`src/qbio_pkg.sv`:
```
package qbio_pkg;

    // ------------------------------------------------------------
    // special-function addresses of the port latches
    // ------------------------------------------------------------
    localparam logic [7:0] QBIO_ADDR_PORT0 = 8'h80;
    localparam logic [7:0] QBIO_ADDR_PORT1 = 8'h90;
    localparam logic [7:0] QBIO_ADDR_PORT2 = 8'ha0;
    localparam logic [7:0] QBIO_ADDR_PORT3 = 8'hb0;
    localparam logic [7:0] QBIO_ADDR_PORT4 = 8'hd8;

    // ------------------------------------------------------------
    // widths and reset values
    // ------------------------------------------------------------
    localparam int QBIO_WIDE = 8;
    localparam int QBIO_NIBBLE = 4;
    localparam int QBIO_BIT_IDX_W = 3;
    localparam logic [7:0] QBIO_LATCH_RESET = 8'hff;
    localparam logic [7:0] QBIO_NIBBLE_MASK = 8'h0f;
    localparam logic [7:0] QBIO_ZERO = 8'h00;

    // ------------------------------------------------------------
    // port selector and access command
    // ------------------------------------------------------------
    typedef enum logic [2:0] {
        QBIO_SEL_P0,
        QBIO_SEL_P1,
        QBIO_SEL_P2,
        QBIO_SEL_P3,
        QBIO_SEL_P4,
        QBIO_SEL_NONE
    } qbio_sel_e;

    typedef struct packed {
        logic byte_wr;
        logic bit_wr;
        logic rd_latch;
        logic [7:0] addr;
        logic [2:0] bit_idx;
        logic bit_val;
        logic [7:0] wdata;
    } qbio_sfr_s;

    typedef struct packed {
        logic active;
        logic drive_data;
        logic [7:0] low_addr_data;
        logic [7:0] upper_address_lines;
    } qbio_bus_s;

endpackage

```
`src/qbio_ports.sv`:
```
`timescale 1ns/1ps
// Operation
// - 36 lines: four byte ports, one nibble
// - latch zero turns pull-down on
// - latch one releases; weak pull-up except port0
// - reset sets latch0-3 to all ones, latch4 to 0f
// - port0 drives high only as bus
// - bus input forces port0 latch ones
// - port2 carries upper address during bus
// - bus ports mux latch or bus source
// - bus use: port0 latch ones, port2 kept
// - latches at sfr addresses, bit addressable
// - new latch value shown at instruction end
// - modify reads latch, plain read reads pins
module qbio_ports
    import qbio_pkg::*;
(
    // clock and reset
    input wire logic clock_in,
    input wire logic rst_n_in,
    // sfr access
    input wire qbio_sfr_s sfr_in,
    input wire logic commit_in,
    output logic [7:0] sfr_rdata_out,
    output logic sfr_hit_out,
    // external memory bus
    input wire qbio_bus_s bus_in,
    input wire logic external_access_select_n_in,
    output logic [7:0] bus_rdata_out,
    // pins
    input wire logic [7:0] open_drain_port_in,
    output logic [7:0] open_drain_port_out,
    output logic [7:0] open_drain_port_oe_n_out,
    input wire logic [7:0] quasi_port_one_in,
    output logic [7:0] quasi_port_one_pulldown_out,
    input wire logic [7:0] high_address_port_in,
    output logic [7:0] high_address_port_out,
    output logic [7:0] high_address_port_oe_n_out,
    input wire logic [7:0] quasi_port_three_in,
    output logic [7:0] quasi_port_three_pulldown_out,
    input wire logic [3:0] nibble_port_in,
    output logic [3:0] nibble_port_pulldown_out,
    // status
    output logic ext_mode_out
);

    // ------------------------------------------------------------
    // helpers
    // ------------------------------------------------------------
    function automatic qbio_sel_e decode(input logic [7:0] addr);
        unique case (addr)
            QBIO_ADDR_PORT0: decode = QBIO_SEL_P0;
            QBIO_ADDR_PORT1: decode = QBIO_SEL_P1;
            QBIO_ADDR_PORT2: decode = QBIO_SEL_P2;
            QBIO_ADDR_PORT3: decode = QBIO_SEL_P3;
            QBIO_ADDR_PORT4: decode = QBIO_SEL_P4;
            default: decode = QBIO_SEL_NONE;
        endcase
    endfunction

    function automatic logic [7:0] apply(input logic [7:0] cur, input qbio_sfr_s req);
        logic [7:0] res;
        res = cur;
        if (req.byte_wr)
        begin
            res = req.wdata;
        end
        else if (req.bit_wr)
        begin
            res[req.bit_idx] = req.bit_val;
        end
        return res;
    endfunction

    // ------------------------------------------------------------
    // latch state
    // ------------------------------------------------------------
    logic [7:0] latch0, latch1, latch2, latch3, latch4;
    logic [7:0] next_latch0, next_latch1, next_latch2, next_latch3, next_latch4;
    logic ext_strap;
    logic next_ext_strap;
    logic strap_taken;
    logic next_strap_taken;
    logic [35:0] pins_sync;
    qbio_sel_e sel;
    logic bus_use;
    logic [7:0] pending;
    logic [7:0] next_pending;
    qbio_sel_e pend_sel;
    qbio_sel_e next_pend_sel;
    logic pend_valid;
    logic next_pend_valid;

    qbio_sync #(
        .WIDTH(36)
    ) u_sync (
        .clock_in(clock_in),
        .rst_n_in(rst_n_in),
        .async_in({nibble_port_in, quasi_port_three_in, high_address_port_in,
                   quasi_port_one_in, open_drain_port_in}),
        .sync_out(pins_sync)
    );

    assign sel = decode(sfr_in.addr);
    assign bus_use = bus_in.active | ext_strap;
    assign ext_mode_out = bus_use;

    always_comb
    begin
        next_ext_strap = ext_strap;
        next_strap_taken = 1'b1;
        next_pending = pending;
        next_pend_sel = pend_sel;
        next_pend_valid = pend_valid;
        next_latch0 = latch0;
        next_latch1 = latch1;
        next_latch2 = latch2;
        next_latch3 = latch3;
        next_latch4 = latch4;
        if (!strap_taken)
        begin
            next_ext_strap = ~external_access_select_n_in;
        end
        if (commit_in && pend_valid)
        begin
            next_pend_valid = 1'b0;
            unique case (pend_sel)
                QBIO_SEL_P0: next_latch0 = pending;
                QBIO_SEL_P1: next_latch1 = pending;
                QBIO_SEL_P2: next_latch2 = pending;
                QBIO_SEL_P3: next_latch3 = pending;
                default: next_latch4 = pending;
            endcase
        end
        // write staged, shown when the instruction's last cycle commits
        // a write in a commit cycle stays pending for the next commit
        if ((sfr_in.byte_wr | sfr_in.bit_wr) && sel != QBIO_SEL_NONE)
        begin
            unique case (sel)
                QBIO_SEL_P0: next_pending = apply(latch0, sfr_in);
                QBIO_SEL_P1: next_pending = apply(latch1, sfr_in);
                QBIO_SEL_P2: next_pending = apply(latch2, sfr_in);
                QBIO_SEL_P3: next_pending = apply(latch3, sfr_in);
                default: next_pending = apply(latch4, sfr_in) & QBIO_NIBBLE_MASK;
            endcase
            next_pend_sel = sel;
            next_pend_valid = 1'b1;
        end
        if (bus_use)
        begin
            next_latch0 = QBIO_LATCH_RESET;
        end
    end

    always_ff @(posedge clock_in)
    begin
        if (!rst_n_in)
        begin
            latch0 <= QBIO_LATCH_RESET;
            latch1 <= QBIO_LATCH_RESET;
            latch2 <= QBIO_LATCH_RESET;
            latch3 <= QBIO_LATCH_RESET;
            latch4 <= QBIO_NIBBLE_MASK;
            ext_strap <= 1'b0;
            strap_taken <= 1'b0;
            pending <= QBIO_ZERO;
            pend_sel <= QBIO_SEL_NONE;
            pend_valid <= 1'b0;
        end
        else
        begin
            latch0 <= next_latch0;
            latch1 <= next_latch1;
            latch2 <= next_latch2;
            latch3 <= next_latch3;
            latch4 <= next_latch4;
            ext_strap <= next_ext_strap;
            strap_taken <= next_strap_taken;
            pending <= next_pending;
            pend_sel <= next_pend_sel;
            pend_valid <= next_pend_valid;
        end
    end

    // ------------------------------------------------------------
    // sfr read: latch for modify, synchronised pins otherwise
    // ------------------------------------------------------------
    always_comb
    begin
        sfr_hit_out = (sel != QBIO_SEL_NONE);
        unique case (sel)
            QBIO_SEL_P0: sfr_rdata_out = sfr_in.rd_latch ? latch0 : pins_sync[7:0];
            QBIO_SEL_P1: sfr_rdata_out = sfr_in.rd_latch ? latch1 : pins_sync[15:8];
            QBIO_SEL_P2: sfr_rdata_out = sfr_in.rd_latch ? latch2 : pins_sync[23:16];
            QBIO_SEL_P3: sfr_rdata_out = sfr_in.rd_latch ? latch3 : pins_sync[31:24];
            QBIO_SEL_P4: sfr_rdata_out = sfr_in.rd_latch ? latch4 : {4'h0, pins_sync[35:32]};
            default: sfr_rdata_out = QBIO_ZERO;
        endcase
    end

    assign bus_rdata_out = pins_sync[7:0];

    // ------------------------------------------------------------
    // output stages; oe_n low while driving
    // ------------------------------------------------------------
    always_comb
    begin
        if (bus_use && bus_in.drive_data)
        begin
            // push-pull only while serving the bus
            open_drain_port_out = bus_in.low_addr_data;
            open_drain_port_oe_n_out = QBIO_ZERO;
        end
        else
        begin
            // open drain: only ever pulls low
            open_drain_port_out = QBIO_ZERO;
            open_drain_port_oe_n_out = latch0;
        end
        if (bus_use)
        begin
            high_address_port_out = bus_in.upper_address_lines;
            high_address_port_oe_n_out = QBIO_ZERO;
        end
        else
        begin
            high_address_port_out = QBIO_ZERO;
            high_address_port_oe_n_out = latch2;
        end
    end

    assign quasi_port_one_pulldown_out = ~latch1;
    assign quasi_port_three_pulldown_out = ~latch3;
    assign nibble_port_pulldown_out = ~latch4[3:0];

endmodule

```
`src/qbio_sync.sv`:
```
`timescale 1ns/1ps
module qbio_sync
    import qbio_pkg::*;
#(
    parameter int WIDTH = 36
)
(
    // clock and reset
    input wire logic clock_in,
    input wire logic rst_n_in,
    // levels
    input wire logic [WIDTH-1:0] async_in,
    output logic [WIDTH-1:0] sync_out
);

    logic [WIDTH-1:0] stage1;
    logic [WIDTH-1:0] stage2;
    logic [WIDTH-1:0] next_stage1;
    logic [WIDTH-1:0] next_stage2;

    // ------------------------------------------------------------
    // two-stage pin synchroniser
    // ------------------------------------------------------------
    always_comb
    begin
        next_stage1 = async_in;
        next_stage2 = stage1;
    end

    always_ff @(posedge clock_in)
    begin
        if (!rst_n_in)
        begin
            stage1 <= '1;
            stage2 <= '1;
        end
        else
        begin
            stage1 <= next_stage1;
            stage2 <= next_stage2;
        end
    end

    assign sync_out = stage2;

endmodule

```
`config.mk`:
```
export PLATFORM = sky130hd
export DESIGN_NAME = qbio_ports
export DESIGN_NICKNAME = d
export VERILOG_FILES = /design/src/qbio_pkg.sv /design/src/qbio_ports.sv /design/src/qbio_sync.sv
export SDC_FILE = /design/constraint.sdc
export NUM_CORES = 1
export LEC_CHECK = 0
export ABC_AREA = 1
export BUFFER_PORTS_ARGS = -buffer_cell sky130_fd_sc_hd__buf_2
export CAP_MARGIN = 10
export CELL_PAD_IN_SITES_DETAIL_PLACEMENT = 0
export CELL_PAD_IN_SITES_GLOBAL_PLACEMENT = 1
export CORE_ASPECT_RATIO = 0.5
export CORE_UTILIZATION = 37
export DETAILED_ROUTE_END_ITERATION = 10
export GPL_ROUTABILITY_DRIVEN = 0
export MAX_ROUTING_LAYER = met4
export PLACE_DENSITY_LB_ADDON = 0.12
export SLEW_MARGIN = 30
export SYNTH_ARGS = -nofsm -noshare
export SYNTH_HDL_FRONTEND = slang
export SYNTH_HIERARCHICAL = 1
export SYNTH_SLANG_ARGS = --single-unit
```
`constraint.sdc`:
```
create_clock -name clock_in -period 2.1 [get_ports clock_in]
set_clock_uncertainty 0.2 [all_clocks]
set_input_delay 0.105 -clock clock_in [delete_from_list [all_inputs] [get_ports clock_in]]
set_output_delay 0.105 -clock clock_in [all_outputs]
set_load 0.05 [all_outputs]
```
Word-level counts from Yosys, hierarchy flattened
Cells that the tools add are included.
{"block": "totals", "reg_bits": 126, "output_inout_bits": 70, "in_bits": 81, "word_cells": 81}
{"block": "op_classes", "n_eq_ne": 13, "reduce_logical": 14, "n_lt_le_gt_ge": 2, "n_mux": 32, "bitwise": 8}
{"op": "$mux W8", "count": 17}
{"op": "$bwmux W8", "count": 5}
{"op": "$eq A8 B8 Y1 const B", "count": 5}
{"op": "$pmux W8 S5", "count": 1}
{"op": "$pmux W8 S4", "count": 1}
{"op": "$not A8 Y8", "count": 2}
{"op": "$pmux W3 S5", "count": 1}
{"op": "$eq A3 B2 Y1 const B", "count": 4}
{"op": "$reduce_and A2 Y1", "count": 5}
{"op": "$mux W4", "count": 2}
{"op": "$eq A3 B1 Y1 const B", "count": 2}
{"op": "$logic_not A3 Y1", "count": 2}
{"op": "$logic_and A1 B1 Y1", "count": 4}
{"op": "$lt A3 B4 Y1 const B", "count": 1}
{"op": "$mux W1", "count": 4}
{"op": "$not A4 Y4", "count": 1}
{"op": "$reduce_or A4 Y1", "count": 1}
{"op": "$demux W1 S3", "count": 1}
{"op": "$eq A3 B3 Y1 const B", "count": 1}
{"op": "$ge A3 B1 Y1 const B", "count": 1}
{"op": "$ne A3 B3 Y1 const B", "count": 1}
{"op": "$not A1 Y1", "count": 3}
{"op": "$or A1 B1 Y1", "count": 2}
{"op": "$reduce_bool A2 Y1", "count": 1}
{"op": "$reduce_or A2 Y1", "count": 1}

Depth between registers and ports, before layout
{"block": "logic_depth", "depth_word": 8, "depth_mapped": 11, "depth_no_buf": 11}

Modules after synthesis
Netlist, hierarchy kept.
{"mod": "qbio_ports", "seq_area_each_um2": 1081.0, "cells_each": 641, "area_per_inst_um2": 3758.6, "instances": 1}
{"mod": "qbio_sync", "seq_area_each_um2": 1441.4, "cells_each": 224, "area_per_inst_um2": 2072.0, "instances": 1}

Worst setup path after synthesis
No wires, ideal clock.
{"block": "synth_path", "path_type": "reg-to-output", "startpoint": "reg ext_strap", "endpoint": "out open_drain_port_oe_n_out[0]", "stages_incl_launch_ff": 6, "path_slack_ps": 177, "path_buffers": 0, "arrival_ps": 1618, "path_cell_list": "dfxtp_1 nor2_2 inv_1 nand2_1 inv_1 nor2_1"}
{"block": "synth_between", "elab_chain_cells": 3}
{"element": "start: declaration", "line": "qbio_ports.sv:80", "rtl": "logic ext_strap;"}
{"element": "start signal: assignment", "line": "qbio_ports.sv:177", "rtl": "ext_strap <= next_ext_strap;"}
{"element": "$or A1 B1 Y1", "line": "qbio_ports.sv:105", "rtl": "assign bus_use = bus_in.active | ext_strap;"}
{"element": "$logic_and A1 B1 Y1", "line": "qbio_ports.sv:208", "rtl": "if (bus_use && bus_in.drive_data)"}
{"element": "$mux W8", "line": "qbio_ports.sv:208"}
{"element": "end: declaration", "line": "qbio_ports.sv:33", "rtl": "output logic [7:0] open_drain_port_oe_n_out,"}
No other way between the ends.

Final worst setup path
{"block": "layout_path", "startpoint": "in sfr_in[13] (netlist name)", "endpoint": "out sfr_rdata_out[2]"}
{"block": "layout_between", "elab_chain_cells": 4, "elab_cells_between_ends": 12, "classes_between": "eq/ne: 9; mux: 2; reduce/logical: 1"}
{"element": "start: declaration", "line": "qbio_ports.sv:22", "rtl": "input wire qbio_sfr_s sfr_in,"}
{"element": "$eq A8 B8 Y1", "line": "qbio_ports.sv:51", "rtl": "unique case (addr)"}
{"element": "$pmux W3 S5 *", "line": "qbio_ports.sv:51"}
{"element": "$eq A3 B3 Y1, or another cell as far along", "line": "qbio_ports.sv:191", "rtl": "unique case (sel)"}
{"element": "$pmux W8 S5 *", "line": "qbio_ports.sv:191"}
{"element": "end: declaration", "line": "qbio_ports.sv:24", "rtl": "output logic [7:0] sfr_rdata_out,"}
Every way passes the cells marked *; elsewhere a longest branch is shown, timed or not.

==> insert_results.sql <==
INSERT INTO impl_metrics (metric_group, metric, value, unit) VALUES
('power_and_ir_drop', 'share_clk_of_total_power', '0.512', ''),
('timing', 'min_tclk_post_route', '1.98', 'ns'),
('grt', 'antenna_violations_before_repair', '0', ''),
('critical_path', 'critical_path.cell_chain', 'buf_2, nor2_1, nand3_2, nor3_4, buf_4, a22o_1, nand2_1, nand3_1, clkbuf_4', ''),
('flow_run', 'drv_cap', '0', ''),
('clock_tree', 'clock_insertion_delay_worst_skew', '0.40', 'ns'),
('clock_tree', 'htreeDepth', '4', ''),
('layout', 'final_net_count', '1158', ''),
('critical_path', 'critical_path.startpoint_type', 'input pin', ''),
('timing', 'hold_violations', '0', ''),
('power_and_ir_drop', 'power.leakage', '4.64', 'nW'),
('grt', 'grt_util_all_layers', '0.246', ''),
('timing', 'relSlewSlack', '0.601', ''),
('clock_tree', 'numClockSinks', '126', ''),
('critical_path', 'critical_path_rt', '1.79', 'ns'),
('critical_path', 'reg2reg_setup_slack', '0.50', 'ns'),
('routing', 'drc_errors', '28', ''),
('min_path', 'worst_hold_path.endpoint', 'pending[7]', ''),
('critical_path', 'worstSetupEndpointType', 'output pin', ''),
('routing', 'detail_route.iter0.violations', '492', ''),
('yosys', 'netlist.area_leader.share', '0.433', ''),
('critical_path', 'ff2ff_path_depth', '6', ''),
('routing', 'route.detailed.wl_per_inst', '14.7', 'microns'),
('floorplan', 'chipHeight', '90.8', 'microns'),
('yosys', 'synth_most_common_cell', 'nand2_1', ''),
('yosys', 'synth.distinct_cells', '26', ''),
('timing', 'final.setup.tns', '0', 'ns'),
('power_and_ir_drop', 'total_power', '6.51', 'mW'),
('floorplan', 'fp.coreArea', '15400', 'sq um'),
('critical_path', 'worstPathArrival', '1.67', 'ns'),
('yosys', 'synth_fp_nets', '946', ''),
('power_and_ir_drop', 'power.share.combinational', '0.106', ''),
('outcome', 'outcome', 'finished with violations', ''),
('outcome', 'failed_checks', 'DRC', ''),
('floorplan', 'initial_util', '0.378', ''),
('grt', 'total_global_routing_overflow', '0', ''),
('clock_tree', 'post-cts-setup-buffers', '0', ''),
('power_and_ir_drop', 'ir_drop', '0.506', 'mV'),
('power_and_ir_drop', 'cellPowerDensity', '811', 'nW/um^2'),
('timing', 'max_freq', '505', 'MHz'),
('layout', 'drive_gt1_frac', '0.205', ''),
('grt', 'first_global_vias', '5470', ''),
('yosys', 'synth_cells', '865', ''),
('floorplan', 'die-area', '16300', 'sq um'),
('timing', 'finalSetupViolCount', '0', ''),
('critical_path', 'crit_path_top_delay_cell', 'nor3_4', ''),
('min_path', 'worst_hold_startpoint', 'sfr_in[22]', ''),
('layout', 'area_growth', '37.8', '%'),
('yosys', 'post_synth_most_frequent_cells', '262 x nand2_1, 171 x inv_1, 126 x dfxtp_1', ''),
('yosys', 'synthesized_area_divided_by_synthesized_cell_count', '6.74', 'sq um'),
('floorplan', 'floorplan.rows', '32', ''),
('floorplan', 'die_w', '180', 'microns'),
('routing', 'drt-pass1-iter-count', '9', ''),
('grt', 'grt_max_degree', '104', ''),
('floorplan', 'floorplan.io_pins', '151', ''),
('yosys', 'yosysWarningCount', '6', ''),
('yosys', 'netlist_top_cells_area', 'dfxtp_1 43%, nand2_1 17%, inv_1 11%', ''),
('yosys', 'synth_flop_cell', 'dfxtp_1', ''),
('clock_tree', 'cts_inserted_buffers', '17', ''),
('min_path', 'hold_path_depth', '7', ''),
('clock_tree', 'cts-root-to-sink-buffers', '2', ''),
('routing', 'detail-route-antenna-nets', '0', ''),
('routing', 'routed_wl', '19.0', 'mm'),
('critical_path', 'worst-path-max-fanout', '8', ''),
('timing', 'slew_viols_final', '0', ''),
('clock_tree', 'clk_pin_slew', '0.05', 'ns'),
('critical_path', 'largest_stage_delay_on_the_critical_path', '0.36', 'ns'),
('yosys', 'post-synth-top-area-cell', 'dfxtp_1', ''),
('power_and_ir_drop', 'pwr-share-seq', '0.382', ''),
('critical_path', 'reg2reg_from', 'pend_valid', ''),
('critical_path', 'timing.setup.critical_path_class', 'in -> out', '');
power by group through the flow:
stage	Clock [mW]	Combinational [mW]	Sequential (mW)
global placement	0	0.618	2.54
finish	3.34	0.690	2.48
global route	3.52	0.754	2.49
floorplan	0	0.395	2.55
CTS	3.39	0.686	2.48
detailed placement	0	0.617	2.54
worst max-delay path by stage:
stage               start                           to  slack, ns
3_3_place_gp   sfr_in[13]             sfr_rdata_out[2]       0.14
4_1_cts         ext_strap  open_drain_port_oe_n_out[2]       0.02
6_report       sfr_in[13]             sfr_rdata_out[2]       0.12
2_1_floorplan   ext_strap  open_drain_port_oe_n_out[0]       0.18
3_5_place_dp   sfr_in[18]             sfr_rdata_out[2]       0.12
5_1_grt        sfr_in[13]             sfr_rdata_out[2]       0.01
cell families (layout without fill, tap and decap cells):
group,count (synthesis),after routing,synth area share
other cells,0,1,0
simple gates,416,416,0.297
flops,126,126,0.433
compound gates,118,118,0.124
buf+inv,205,429,0.146
repair_timing:
item,CTS,global route
pin swaps,0,1
hold buffers,47,0
gates cloned,0,0
endpoints found under the hold margin,47,0
gates resized for setup,1,4
endpoints found under the setup margin,1,8
final cells by class:
cell class | instances | area [sq um] | share of cell area
inverters | 173 | 649 | 0.0808
multi-input cells | 534 | 2460 | 0.306
well taps | 204 | 255 | 0.0318
repair buffers | 225 | 1480 | 0.184
clock buffers | 18 | 429 | 0.0534
diodes | 1 | 2.50 | 0.000311
clock inverters | 13 | 235 | 0.0293
flip-flops and latches | 126 | 2520 | 0.314
state kept, by name, summed over array words and instances (netlist names):
register	cells
u_sync/sync_out	36
latch1	8
latch2	8
ext_strap	1
strap_taken	1
latch3	8
pend_valid	1
u_sync/next_stage2	36
pending	8
pend_sel	3
latch0	8
latch4	8
cells in the final DEF (no fill, tap or decap), types with 2 or more instances in the layout:
cell type / count
dlygate4sd3_1: 47
inv_6: 3
bufinv_16: 6
buf_2: 145
clkbuf_16: 17
o211ai_1: 35
a21oi_1: 32
nand3_1: 72
dfxtp_1: 126
buf_12: 3
nor2_2: 3
nand4_1: 5
o21ai_0: 38
a22o_1: 11
or2_2: 2
inv_1: 170
clkbuf_4: 2
clkinvlp_4: 2
nand2_1: 262
inv_2: 3
buf_4: 28
nor2_1: 64
worst max-delay path, delay by kind of cell:
kind,cells,cell delay [ns]
compound gates,1,0.14
buf+inv,3,0.60
simple gates,5,0.82
stage by stage:
step                cell area, sq um  worst slack (ns)  instances  utilization
global placement                6890             0.139       1215        0.447
floorplan                       5830             0.177        865            -
detailed placement              6890             0.117       1215        0.447
global route                    8030           0.00997       1293        0.521
CTS                             8020            0.0216       1293        0.520
finish                          8040             0.120       1294        0.521
per-layer routing:
layer / GRT usage / part of all wire
met3: 0.0431 / 0.074
met1: 0.360 / 0.52
met2: 0.339 / 0.39
met4: 0.0747 / 0.016
met5: - / 0
No activity file was read; power rests on OpenSTA's default activity.
